==> src/shared/spi_serial_regs.svh <==
`ifndef SPI_SERIAL_REGS_SVH
`define SPI_SERIAL_REGS_SVH
`define OFS_STATUS  8'h08
`define OFS_DATA    8'h0C
`define OFS_POLY    8'h10
`define OFS_RX_CRC_ACCUM   8'h14
`define OFS_CTRL    8'h24
`define OFS_ISTAT   8'h28
`define OFS_IMASK   8'h2C
`define ST_UDR      3
`define ST_CRCE     4
`define ST_MODEF    5
`define ST_OVR      6
`define CT_EN       0
`define CT_CRC_ENABLE    1
`define CT_CRCNXT   2
`define CT_AUDIO    3
`define CT_RXNEIE   4
`define RST_POLY    16'h0007
`define RST_WIDTH   4'h7
`define WIDTH_MIN   4'h3
`define EV_RXDONE   0
`define EV_CRCE     1
`define EV_OVR      2
`define EV_UDR      3
`define EV_FRAMEF   4
`define EV_MODEF    5
`endif

==> src/shared/spi_serial_pkg.sv <==
package spi_serial_pkg;
  typedef struct packed {
    logic sclk;
    logic csN;
    logic mosi;
    logic ws;
  } pin_t;
  typedef enum logic [1:0] {
    ST_IDLE  = 2'b01,
    ST_SHIFT = 2'b10
  } link_state_t;
endpackage : spi_serial_pkg

==> src/core/spi_status_data_crc_regs.sv <==
// Chosen here: strobed register access.
`timescale 1ns/100ps
`include "spi_serial_regs.svh"
module spi_status_data_crc_regs
  import spi_serial_pkg::*;
#(
  parameter int DEPTH = 4
) (
  input  wire logic        core_clk,
  input  wire logic        nrst,
  input  wire logic [7:0]  addr,
  input  wire logic [15:0] wdata,
  input  wire logic        wr,
  input  wire logic        rd,
  output logic      [15:0] rdata,
  input  wire logic        sclkPin,
  input  wire logic        csNPin,
  input  wire logic        mosiPin,
  input  wire logic        wsPin,
  output logic             misoPin,
  output logic             misoOeN,
  output logic             irq
);
  localparam int PW = (DEPTH > 1) ? $clog2(DEPTH) : 1;
  localparam logic [PW:0] FULL = (PW+1)'(DEPTH);

  pin_t              syn1_ff;
  pin_t              syn2_ff;
  logic              sclkD_ff;
  logic              csND_ff;
  link_state_t       state_ff;
  logic [3:0]        bitCnt_ff;
  logic [15:0]       rxSh_ff;
  logic [15:0]       txSh_ff;
  logic              miso_ff;
  logic              misoOeN_ff;
  logic              enable_ff;
  logic              crc_enable_ff;
  logic              crcNext_ff;
  logic              audio_ff;
  logic              rxNeIe_ff;
  logic [3:0]        widthSel_ff;
  logic [15:0]       poly_ff;
  logic [15:0]       crc_ff;
  logic [15:0]       rxMem [DEPTH];
  logic [15:0]       txMem [DEPTH];
  logic [PW-1:0]     rxWp_ff;
  logic [PW-1:0]     rxRp_ff;
  logic [PW:0]       rxCnt_ff;
  logic [PW-1:0]     txWp_ff;
  logic [PW-1:0]     txRp_ff;
  logic [PW:0]       txCnt_ff;
  logic              udr_ff;
  logic              crcErr_ff;
  logic              modeF_ff;
  logic              ovr_ff;
  logic              frameF_ff;
  logic              busy_ff;
  logic              side_ff;
  logic [5:0]        ists_ff;
  logic [5:0]        imask_ff;
  logic              irq_ff;
  logic [15:0]       rdata_ff;
  logic [15:0]       rdVal;
  logic [5:0]        events;

  function automatic logic [1:0] fillLevel(input logic [PW:0] cnt);
    if (cnt == '0)
      return 2'h0;
    else if (cnt <= FULL / 4)
      return 2'h1;
    else if (cnt <= FULL / 2)
      return 2'h2;
    else
      return 2'h3;
  endfunction : fillLevel

  function automatic logic [15:0] widthMask(input logic [3:0] last);
    return 16'hFFFF >> (4'hF - last);
  endfunction : widthMask

  function automatic logic [15:0] crcStep(input logic [15:0] crc,
                                          input logic        din,
                                          input logic [15:0] poly,
                                          input logic        wide);
    logic        fb;
    logic [15:0] nxt;
    fb  = (wide ? crc[15] : crc[7]) ^ din;
    nxt = {crc[14:0], 1'b0} ^ (fb ? poly : 16'h0000);
    return wide ? nxt : {8'h00, nxt[7:0]};
  endfunction : crcStep

  wire logic        rise      = syn2_ff.sclk & ~sclkD_ff;
  wire logic        fall      = ~syn2_ff.sclk & sclkD_ff;
  wire logic        csActive  = ~syn2_ff.csN;
  wire logic        csFall    = csND_ff & ~syn2_ff.csN;
  wire logic [3:0]  lastIdx   = audio_ff ? 4'hF : widthSel_ff;
  wire logic        wideCrc   = lastIdx > 4'h7;
  wire logic        inShift   = state_ff == ST_SHIFT;
  wire logic        frameStart = (state_ff == ST_IDLE) & csActive
                                 & enable_ff;
  wire logic        frameDone = inShift & csActive & rise
                                & (bitCnt_ff == lastIdx);
  wire logic        frameAbort = inShift & ~csActive
                                 & (bitCnt_ff != 4'h0);
  wire logic [15:0] rxWord    = {rxSh_ff[14:0], syn2_ff.mosi}
                                & widthMask(lastIdx);
  wire logic        rxFull    = rxCnt_ff == FULL;
  wire logic        txFull    = txCnt_ff == FULL;
  wire logic        txEmpty   = txCnt_ff == '0;
  wire logic        rxNotEmpty = rxCnt_ff != '0;
  wire logic        wrData    = wr & (addr == `OFS_DATA);
  wire logic        rdData    = rd & (addr == `OFS_DATA);
  wire logic        wrStat    = wr & (addr == `OFS_STATUS);
  wire logic        rdStat    = rd & (addr == `OFS_STATUS);
  wire logic        wrCtrl    = wr & (addr == `OFS_CTRL);
  wire logic        rxPush    = frameDone & ~rxFull;
  wire logic        rxPop     = rdData & rxNotEmpty;
  wire logic        txPush    = wrData & ~txFull;
  wire logic        wordLoad  = frameStart | frameDone;
  wire logic        txPop     = wordLoad & ~txEmpty;
  wire logic [15:0] crcNxt    = crcStep(crc_ff, syn2_ff.mosi, poly_ff,
                                        wideCrc);
  wire logic        ovrEv     = frameDone & rxFull;
  wire logic        udrEv     = wordLoad & txEmpty & audio_ff;
  wire logic        crcEv     = frameDone & crcNext_ff & ~audio_ff
                                & (crcNxt != 16'h0000);
  wire logic        modeEv    = csFall & ~enable_ff;
  wire logic        crcClr    = wrCtrl & wdata[`CT_CRC_ENABLE] & ~crc_enable_ff;

  assign events = {modeEv, frameAbort, udrEv, ovrEv, crcEv, frameDone};

  // pins cross into core_clk through two flops
  always_ff @(posedge core_clk) begin
    if (!nrst) begin
      syn1_ff  <= '{sclk: 1'b0, csN: 1'b1, mosi: 1'b0, ws: 1'b0};
      syn2_ff  <= '{sclk: 1'b0, csN: 1'b1, mosi: 1'b0, ws: 1'b0};
      sclkD_ff <= 1'b0;
      csND_ff  <= 1'b1;
    end else begin
      syn1_ff  <= '{sclk: sclkPin, csN: csNPin, mosi: mosiPin, ws: wsPin};
      syn2_ff  <= syn1_ff;
      sclkD_ff <= syn2_ff.sclk;
      csND_ff  <= syn2_ff.csN;
    end
  end

  // control register
  always_ff @(posedge core_clk) begin
    if (!nrst) begin
      enable_ff   <= 1'b0;
      crc_enable_ff    <= 1'b0;
      audio_ff    <= 1'b0;
      rxNeIe_ff   <= 1'b0;
      widthSel_ff <= `RST_WIDTH;
    end else if (wrCtrl) begin
      enable_ff <= wdata[`CT_EN];
      crc_enable_ff  <= wdata[`CT_CRC_ENABLE];
      audio_ff  <= wdata[`CT_AUDIO];
      rxNeIe_ff <= wdata[`CT_RXNEIE];
      if (wdata[11:8] < `WIDTH_MIN)
        widthSel_ff <= `RST_WIDTH;
      else
        widthSel_ff <= wdata[11:8];
    end
  end

  // crc-next marks the following frame as the received CRC
  always_ff @(posedge core_clk) begin
    if (!nrst)
      crcNext_ff <= 1'b0;
    else if (wrCtrl)
      crcNext_ff <= wdata[`CT_CRCNXT];
    else if (frameDone)
      crcNext_ff <= 1'b0;
  end

  always_ff @(posedge core_clk) begin
    if (!nrst)
      poly_ff <= `RST_POLY;
    else if (wr && addr == `OFS_POLY)
      poly_ff <= wdata;
  end

  always_ff @(posedge core_clk) begin
    if (!nrst)
      crc_ff <= 16'h0000;
    else if (crcClr)
      crc_ff <= 16'h0000;
    else if (inShift && csActive && rise && crc_enable_ff && !audio_ff)
      crc_ff <= crcNxt;
  end

  // link sequencing
  always_ff @(posedge core_clk) begin
    if (!nrst) begin
      state_ff  <= ST_IDLE;
      bitCnt_ff <= 4'h0;
      rxSh_ff   <= 16'h0000;
    end else begin
      case (state_ff)
        ST_IDLE: begin
          bitCnt_ff <= 4'h0;
          if (frameStart)
            state_ff <= ST_SHIFT;
        end
        ST_SHIFT: begin
          if (!csActive) begin
            state_ff  <= ST_IDLE;
            bitCnt_ff <= 4'h0;
          end else if (rise) begin
            rxSh_ff   <= {rxSh_ff[14:0], syn2_ff.mosi};
            bitCnt_ff <= frameDone ? 4'h0 : bitCnt_ff + 4'h1;
          end
        end
        default: state_ff <= ST_IDLE;
      endcase
    end
  end

  // transmit word cut to the frame width
  always_ff @(posedge core_clk) begin
    if (!nrst)
      txSh_ff <= 16'h0000;
    else if (wordLoad)
      txSh_ff <= txPop ? txMem[txRp_ff] & widthMask(lastIdx) : 16'h0000;
    else if (inShift && fall)
      txSh_ff <= {txSh_ff[14:0], 1'b0};
  end

  always_ff @(posedge core_clk) begin
    if (!nrst) begin
      miso_ff    <= 1'b0;
      misoOeN_ff <= 1'b1;
    end else begin
      miso_ff    <= txSh_ff[lastIdx];
      misoOeN_ff <= ~(csActive & enable_ff);
    end
  end

  always_ff @(posedge core_clk) begin
    if (!nrst) begin
      rxWp_ff  <= '0;
      rxRp_ff  <= '0;
      rxCnt_ff <= '0;
    end else begin
      if (rxPush)
        rxWp_ff <= PW'((rxWp_ff + 1'b1) % DEPTH);
      if (rxPop)
        rxRp_ff <= PW'((rxRp_ff + 1'b1) % DEPTH);
      rxCnt_ff <= rxCnt_ff + (PW+1)'(rxPush) - (PW+1)'(rxPop);
    end
  end

  always_ff @(posedge core_clk) begin
    if (rxPush)
      rxMem[rxWp_ff] <= rxWord;
  end

  always_ff @(posedge core_clk) begin
    if (!nrst) begin
      txWp_ff  <= '0;
      txRp_ff  <= '0;
      txCnt_ff <= '0;
    end else begin
      if (txPush)
        txWp_ff <= PW'((txWp_ff + 1'b1) % DEPTH);
      if (txPop)
        txRp_ff <= PW'((txRp_ff + 1'b1) % DEPTH);
      txCnt_ff <= txCnt_ff + (PW+1)'(txPush) - (PW+1)'(txPop);
    end
  end

  always_ff @(posedge core_clk) begin
    if (txPush)
      txMem[txWp_ff] <= wdata;
  end

  // status flags; a set in the clearing cycle wins
  always_ff @(posedge core_clk) begin
    if (!nrst) begin
      udr_ff    <= 1'b0;
      crcErr_ff <= 1'b0;
      modeF_ff  <= 1'b0;
      ovr_ff    <= 1'b0;
    end else begin
      udr_ff    <= udrEv | (udr_ff & ~(wrStat & ~wdata[`ST_UDR]));
      crcErr_ff <= crcEv | (crcErr_ff & ~(wrStat & ~wdata[`ST_CRCE]));
      modeF_ff  <= modeEv | (modeF_ff & ~(wrStat & ~wdata[`ST_MODEF]));
      ovr_ff    <= ovrEv | (ovr_ff & ~(wrStat & ~wdata[`ST_OVR]));
    end
  end

  // read of status clears frame fault
  always_ff @(posedge core_clk) begin
    if (!nrst)
      frameF_ff <= 1'b0;
    else
      frameF_ff <= frameAbort | (frameF_ff & ~rdStat);
  end

  always_ff @(posedge core_clk) begin
    if (!nrst) begin
      busy_ff <= 1'b0;
      side_ff <= 1'b0;
    end else begin
      busy_ff <= inShift & csActive;
      // channel of the word being started
      if (wordLoad && audio_ff)
        side_ff <= syn2_ff.ws;
    end
  end

  // interrupt status, write one to clear
  always_ff @(posedge core_clk) begin
    if (!nrst) begin
      ists_ff  <= 6'h00;
      imask_ff <= 6'h00;
    end else begin
      if (wr && addr == `OFS_IMASK)
        imask_ff <= wdata[5:0];
      if (wr && addr == `OFS_ISTAT)
        ists_ff <= events | (ists_ff & ~wdata[5:0]);
      else
        ists_ff <= events | ists_ff;
    end
  end

  always_ff @(posedge core_clk) begin
    if (!nrst)
      irq_ff <= 1'b0;
    else
      irq_ff <= (|(ists_ff & imask_ff)) | (rxNeIe_ff & rxNotEmpty);
  end

  always_comb begin
    rdVal = 16'h0000;
    case (addr)
      `OFS_STATUS: begin
        rdVal[0]     = rxNotEmpty;
        rdVal[1]     = txEmpty;
        rdVal[2]     = audio_ff & side_ff;
        rdVal[3]     = udr_ff;
        rdVal[4]     = crcErr_ff;
        rdVal[5]     = modeF_ff;
        rdVal[6]     = ovr_ff;
        rdVal[7]     = busy_ff;
        rdVal[8]     = frameF_ff;
        rdVal[10:9]  = audio_ff ? 2'h0 : fillLevel(rxCnt_ff);
        rdVal[12:11] = audio_ff ? 2'h0 : fillLevel(txCnt_ff);
      end
      `OFS_DATA:  rdVal = rxNotEmpty ? rxMem[rxRp_ff] : 16'h0000;
      `OFS_POLY:  rdVal = poly_ff;
      `OFS_RX_CRC_ACCUM: rdVal = crc_ff;
      `OFS_CTRL:  rdVal = {4'h0, widthSel_ff, 3'h0, rxNeIe_ff, audio_ff,
                           crcNext_ff, crc_enable_ff, enable_ff};
      `OFS_ISTAT: rdVal = {10'h000, ists_ff};
      `OFS_IMASK: rdVal = {10'h000, imask_ff};
      default:    rdVal = 16'h0000;
    endcase
  end

  always_ff @(posedge core_clk) begin
    if (!nrst)
      rdata_ff <= 16'h0000;
    else
      rdata_ff <= rd ? rdVal : 16'h0000;
  end

  assign rdata   = rdata_ff;
  assign misoPin = miso_ff;
  assign misoOeN = misoOeN_ff;
  assign irq     = irq_ff;
endmodule : spi_status_data_crc_regs

==> config.mk <==
export PLATFORM = sky130hd
export DESIGN_NAME = spi_status_data_crc_regs
export DESIGN_NICKNAME = d
export VERILOG_FILES = /design/src/shared/spi_serial_pkg.sv /design/src/core/spi_status_data_crc_regs.sv
export VERILOG_INCLUDE_DIRS = /design/src /design/src/shared
export SDC_FILE = /design/constraint.sdc
export NUM_CORES = 1
export LEC_CHECK = 0
export CAP_MARGIN = 20
export CORE_ASPECT_RATIO = 1.5
export CORE_UTILIZATION = 50
export CTS_BUF_LIST = sky130_fd_sc_hd__clkbuf_16
export DETAILED_ROUTE_END_ITERATION = 16
export DONT_BUFFER_PORTS = 1
export PLACE_DENSITY_LB_ADDON = 0.12
export SLEW_MARGIN = 25
export SYNTH_ARGS = -nofsm -noshare
export SYNTH_HDL_FRONTEND = slang
export SYNTH_SLANG_ARGS = --single-unit
==> constraint.sdc <==
create_clock -name core_clk -period 3.6 [get_ports core_clk]
set_input_delay 0.72 -clock core_clk [delete_from_list [all_inputs] [get_ports core_clk]]
set_output_delay 0.72 -clock core_clk [all_outputs]
set_load 0.02 [all_outputs]
Word-level counts from Yosys, hierarchy flattened
Memory sizes are Yosys's and may differ from the RTL's. A register that Yosys moved wholly into a read port is not among the register bits.
Index checks and enable logic that the tools add are counted.
Word-level totals
  bits in registers: 140
  bits in latches: 0
  memories kept: 2
  memory bits (writable): 128
  memory bits (read-only): 0
  input bits: 32
Memories
  rxMem: words 4, bits a word 16, rd ports 1, clocked after Yosys merged registers in 1, write ports 1, line spi_status_data_crc_regs.sv:45  | logic [15:0] rxMem [DEPTH];
  txMem: words 4, bits a word 16, rd ports 1, clocked after Yosys merged registers in 1, write ports 1, line spi_status_data_crc_regs.sv:46  | logic [15:0] txMem [DEPTH];
Cells by class
  magnitude comparators: 7
  shift-type cells: 1
  div/mod/pow operators: 0
  add/subtract/negate cells: 10
  reduce and logical (&&, ||, !) cells: 24
  eq/ne operators: 15
  $mul: 0
  bitwise gates (word level): 76
  mux-type cells: 39
Operators by type and width (number)
  two-way mux 16 bit: 6
  one-hot mux 13 bit (7 select lines): 1
  bitwise AND 1 bit: 40
  bitwise AND 16 bit: 2
  equality test 8 x 6 -> 1 bit, second input constant: 3
  two-way mux 2 bit: 12
  two-way mux 4 bit: 5
  NOT 1 bit: 20
  equality test 8 x 4 -> 1 bit, second input constant: 2
  equality test 8 x 5 -> 1 bit, second input constant: 2
  nonzero test 16 bit: 1
  right shift 16 x 4 -> 16 bit, first input constant: 1
  XOR 16 bit: 1
  bitwise AND 6 bit: 2
  OR 6 bit: 2
  two-way mux 1 bit: 10
  logical AND 1 bit: 9
  one-hot mux 3 bit (3 select lines): 1
  adder 2 x 1 -> 2 bit, second input constant: 4
  one-hot mux 4 bit (2 select lines): 1
  OR 1 bit: 7
  adder 3 x 1 -> 3 bit: 2
  equality test 3 bit, second input constant: 2
  less-or-equal comparator 3 x 1 -> 1 bit, second input constant: 2
  26 further kinds: 34

Depth between registers and ports, before layout
  depth in word-level cells: 11
  depth in mapped cells: 14
  mapped depth without buffers: 12

Worst setup path before layout
No wires, ideal clock.
  path kind: input-to-reg
  start point: input addr[7]
  end point: register txCnt_ff[2]
  stages: 11
  path buffers: 0
  setup slack: 0.750 ns
  data arrival time: 2.722 ns
  library setup time: 0.128 ns
  cell sequence: nor4_4 > nand3_1 > a211oi_2 > inv_1 > ha_1 > inv_1 > ha_1 > inv_1 > fa_1 > xnor2_1 > nor2_1
Between the ends
  cells in the longest elaborated chain, start to end: 5
Ends and longest elaborated chain
  start: declaration: line spi_status_data_crc_regs.sv:11  | input wire logic [7:0] addr,
  equality test 8 x 4 -> 1 bit
  bitwise AND 1 bit: line spi_status_data_crc_regs.sv:112  | wire logic wrData = wr & (addr == `OFS_DATA);
  bitwise AND 1 bit: line spi_status_data_crc_regs.sv:119  | wire logic txPush = wrData & ~txFull;
  adder 3 x 1 -> 3 bit: line spi_status_data_crc_regs.sv:270  | txCnt_ff <= txCnt_ff + (PW+1)'(txPush) - (PW+1)'(txPop);
  subtractor 3 x 1 -> 3 bit: line spi_status_data_crc_regs.sv:270
  end signal: assignment: line spi_status_data_crc_regs.sv:270
  end: declaration: line spi_status_data_crc_regs.sv:52  | logic [PW:0] txCnt_ff;
No other way between the ends.
A chain may end at the register's enable or synchronous reset.

Final worst setup path
  start point: register widthSel_ff[2]
  end point: register rxCnt_ff[2]
Between the ends
  cells in the longest elaborated chain, start to end: 6
Ends and longest elaborated chain
  start: declaration: line spi_status_data_crc_regs.sv:42  | logic [3:0] widthSel_ff;
  start signal: assignment: line spi_status_data_crc_regs.sv:155  | widthSel_ff <= `RST_WIDTH;
  start signal: assignment: line spi_status_data_crc_regs.sv:162  | widthSel_ff <= `RST_WIDTH;
  start signal: assignment: line spi_status_data_crc_regs.sv:164  | widthSel_ff <= wdata[11:8];
  two-way mux 4 bit: line spi_status_data_crc_regs.sv:97  | wire logic [3:0] lastIdx = audio_ff ? 4'hF : widthSel_ff;
  equality test 4 bit: line spi_status_data_crc_regs.sv:103  | & (bitCnt_ff == lastIdx);
  bitwise AND 1 bit: line spi_status_data_crc_regs.sv:103
  bitwise AND 1 bit: line spi_status_data_crc_regs.sv:117  | wire logic rxPush = frameDone & ~rxFull;
  adder 3 x 1 -> 3 bit: line spi_status_data_crc_regs.sv:251  | rxCnt_ff <= rxCnt_ff + (PW+1)'(rxPush) - (PW+1)'(rxPop);
  subtractor 3 x 1 -> 3 bit: line spi_status_data_crc_regs.sv:251
  end signal: assignment: line spi_status_data_crc_regs.sv:251
  end: declaration: line spi_status_data_crc_regs.sv:49  | logic [PW:0] rxCnt_ff;
No other way between the ends.

==> qor.txt <==
setup_tns -> 0 ns
# hold bufs at CTS -> 0
Peak supply drop -> 0.000398 V
critical path class -> reg -> reg
slowest library cell on the worst path -> dfxtp_1
Final period util -> 0.828
initial antenna violation count -> 0
worst path bufs/invs -> 2
fraction of registers with async set or reset after synthesis -> 0
design area -> 0.0131 mm²
fraction of layout cells with a size suffix above 1 -> 0.119
Pleak -> 4.29 nW
vias in the first global route -> 7859
routability cong. -> 0.905
crit start category -> register
dominant cell type by area after synthesis -> edfxtp_1
RR Startpoint -> widthSel_ff[2]$_SDFFE_PN1P_
DRT iter0 DRCs -> 578
number of enable flip-flop cells after synthesis -> 128
cts repair resizes -> 0
Hold WS -> 0.263 ns
top cells by count, synth -> dfxtp_1 (144), edfxtp_1 (128), nand2_1 (125), a21oi_1 (101), nor2_1 (97)
Final setup violation count -> 0
CTS clk-pin slew, worst paths -> 0.07 ns
reg2reg setup slack -> 0.62 ns
Area after DPL -> 0.0122 mm²
met3 Usage GRT -> 0.0390
Min-Delay Startpoint -> nrst
count leader, synth -> dfxtp_1
data required time of the worst path -> 3.99 ns
pin count of the biggest net entering global routing -> 46
met1 Usage GRT -> 0.309
Initial DRT Pass Iterations -> 11
die height -> 192 µm
Pwr Density -> 464 mW/mm²
Setup crit end kind -> register
CP Launch Point -> widthSel_ff[2]$_SDFFE_PN1P_
Post-CTS Setup Inserts -> 0
total grt overflow -> 0
Initial Util -> 0.507
htree depth -> 1
row count -> 69
Final ANT Viol Nets -> 0
Mapped Area -> 0.0120 mm²
# diodes -> 0
grt met2 use -> 0.448
Unique masters post-synth -> 71
RR Endpoint -> rxCnt_ff[2]$_SDFF_PN0_
Synth Flop Type -> dfxtp_1
#FFs+latches synth -> 272
global-route usage over all layers -> 0.254
DP HPWL -> 21.7 mm
CTS Root Cell -> clkbuf_16
clock sink count -> 272
via/cell ratio -> 5.82
max incr delay on CP -> 0.73 ns
die width -> 128 µm
Slew Viols, Final -> 0
CTS tree -> done
family with the most delay on the worst path -> adder cells
fin nets -> 1090
hold path depth -> 1
Worst EP arrival -> 3.37 ns
Worst Path Max Fanout -> 18
outcome -> finished, violations left
Avg Cell Area, Syn -> 11.4 µm²
path depth of the worst reg2reg path -> 11
Worst Hold Class -> in -> reg
Fill cells -> 2101
Max Fclk -> 336 MHz
stages on the worst setup path -> 11
Buffers on Ports -> 0
clk_skew -> 0.00782 ns
core area -> 0.0237 mm²
area share of the largest cell type after synthesis -> 0.321
relative slew slack -> 0.364
DRC violations left -> 2
total die area -> 0.0246 mm²
drt total wl -> 30.2 mm
Worst Tran Pin Value -> 0.946 ns
CTS Buf Count -> 26
GRT busiest layer -> met2
post-synthesis sequential area ratio -> 0.561
synth top area cells -> edfxtp_1 (32%), dfxtp_1 (24%), mux4_2 (6.6%)
syn nets -> 1106
yosys warns -> 0
Cells after Synth -> 1054
final-report hold violation count -> 0
RSZ-0062 raised after global routing -> no
Synth-to-Final Area Change -> 9.13%
Hold EP -> syn1_ff[2]$_SDFF_PN1_
clk_lat worst skew -> 0.53 ns
failing checks -> design-rule violations
wire per inst -> 22.0 µm
Clock Tree Buf Depth -> 3
fin crit period -> 2.98 ns
Max Cap Viol -> 0
first-pass GRT wire length -> 46.2 mm
CP cell instances -> xnor2_1 > a21oi_2 > o22a_1 > nor4_4 > inv_1 > ha_1 > inv_1 > ha_1 > fa_1 > xor2_1 > nor2_1
I/O pin count -> 51
via count -> 8009
power breakdown:
group,switching [mW],total [mW],internal [mW]
combinational,0.0404,0.0622,0.0218
sequential,0.00651,3.23,3.23
clock,1.20,2.78,1.58
total,1.24,6.07,4.83
area by class of cell:
type	count	area, µm²	share of cell area
Timing Repair Buffer	20	150	0.0115
Multi-Input combinational cell	691	4840	0.370
Sequential cell	272	6730	0.514
Clock inverter	21	193	0.0147
Inverter	27	101	0.00775
Clock buffer	27	676	0.0516
Tap cell	319	399	0.0305
worst max-delay path by stage:
stage,to,slack [ns]
after global placement,txCnt_ff[2]$_SDFF_PN0_,0.69
after global routing,rxCnt_ff[2]$_SDFF_PN0_,0.37
after floorplan,txCnt_ff[2]$_SDFF_PN0_,0.75
after CTS,rxCnt_ff[2]$_SDFF_PN0_,0.62
after detailed placement,rxCnt_ff[2]$_SDFF_PN0_,0.65
final,rxCnt_ff[2]$_SDFF_PN0_,0.62
worst register-to-register path, stage by stage, from the launching register on:
cell and delay [ns]:
dfxtp_1 0.73, xnor2_1 0.21, a21oi_2 0.09, o22a_1 0.24, nor4_4 0.40, inv_1 0.09, ha_1 0.29, inv_1 0.04
ha_1 0.19, fa_1 0.37, xor2_1 0.14, nor2_1 0.05
layer usage:
layer / up-vias / part of all wire
li1: 3788 / -
met1: 3928 / 0.40
met2: 235 / 0.51
met3: 58 / 0.049
met4: 0 / 0.035
met5: - / 0
metrics by stage:
stage          worst slack [ns]   util  power [mW]  std cells
4_1_cts                   0.624  0.553        6.12       1377
6_report                  0.621  0.553        6.07       1377
5_1_grt                   0.367  0.553        6.23       1377
3_5_place_dp              0.647  0.516        3.36       1329
2_1_floorplan             0.750      -        3.36       1054
3_3_place_gp              0.693  0.516        3.36       1329
logic make-up (layout without fill, tap and decap cells):
family,count (synthesis),after routing,synth area share
and+or+nand+nor,345,345,0.142
DFF,272,272,0.561
AOI/OAI and AO/OA,218,218,0.114
buffers and inverters,91,95,0.0358
muxes,78,78,0.102
xor gates and xnor gates,30,30,0.0225
adders and majority gates,20,20,0.0221
layout by cell type (no fill, tap or decap), types with 13 or more instances in the layout:
master,instances
nor2_1,97
o21ai_0,23
nand2_1,125
and2_1,23
a211oi_1,24
mux4_2,35
buf_4,20
mux2i_1,43
inv_1,30
clkbuf_16,27
a22oi_1,13
xnor2_1,17
nand3_1,17
a21oi_1,101
ha_1,18
dfxtp_1,144
edfxtp_1,128
registers in the layout, indices dropped and copies added (netlist names), 3 cells and up, named ones only:
| register | cells |
|---|---|
| syn1_ff | 4 |
| imask_ff | 6 |
| ists_ff | 6 |
| poly_ff | 16 |
| widthSel_ff | 4 |
| bitCnt_ff | 4 |
| crc_ff | 16 |
| txSh_ff | 16 |
| rxCnt_ff | 3 |
| txMem | 64 |
| syn2_ff | 4 |
| rdata | 16 |
| rxMem | 64 |
| txCnt_ff | 3 |
| rxSh_ff | 15 |
Note: power is estimated with default switching activity, not from simulation.
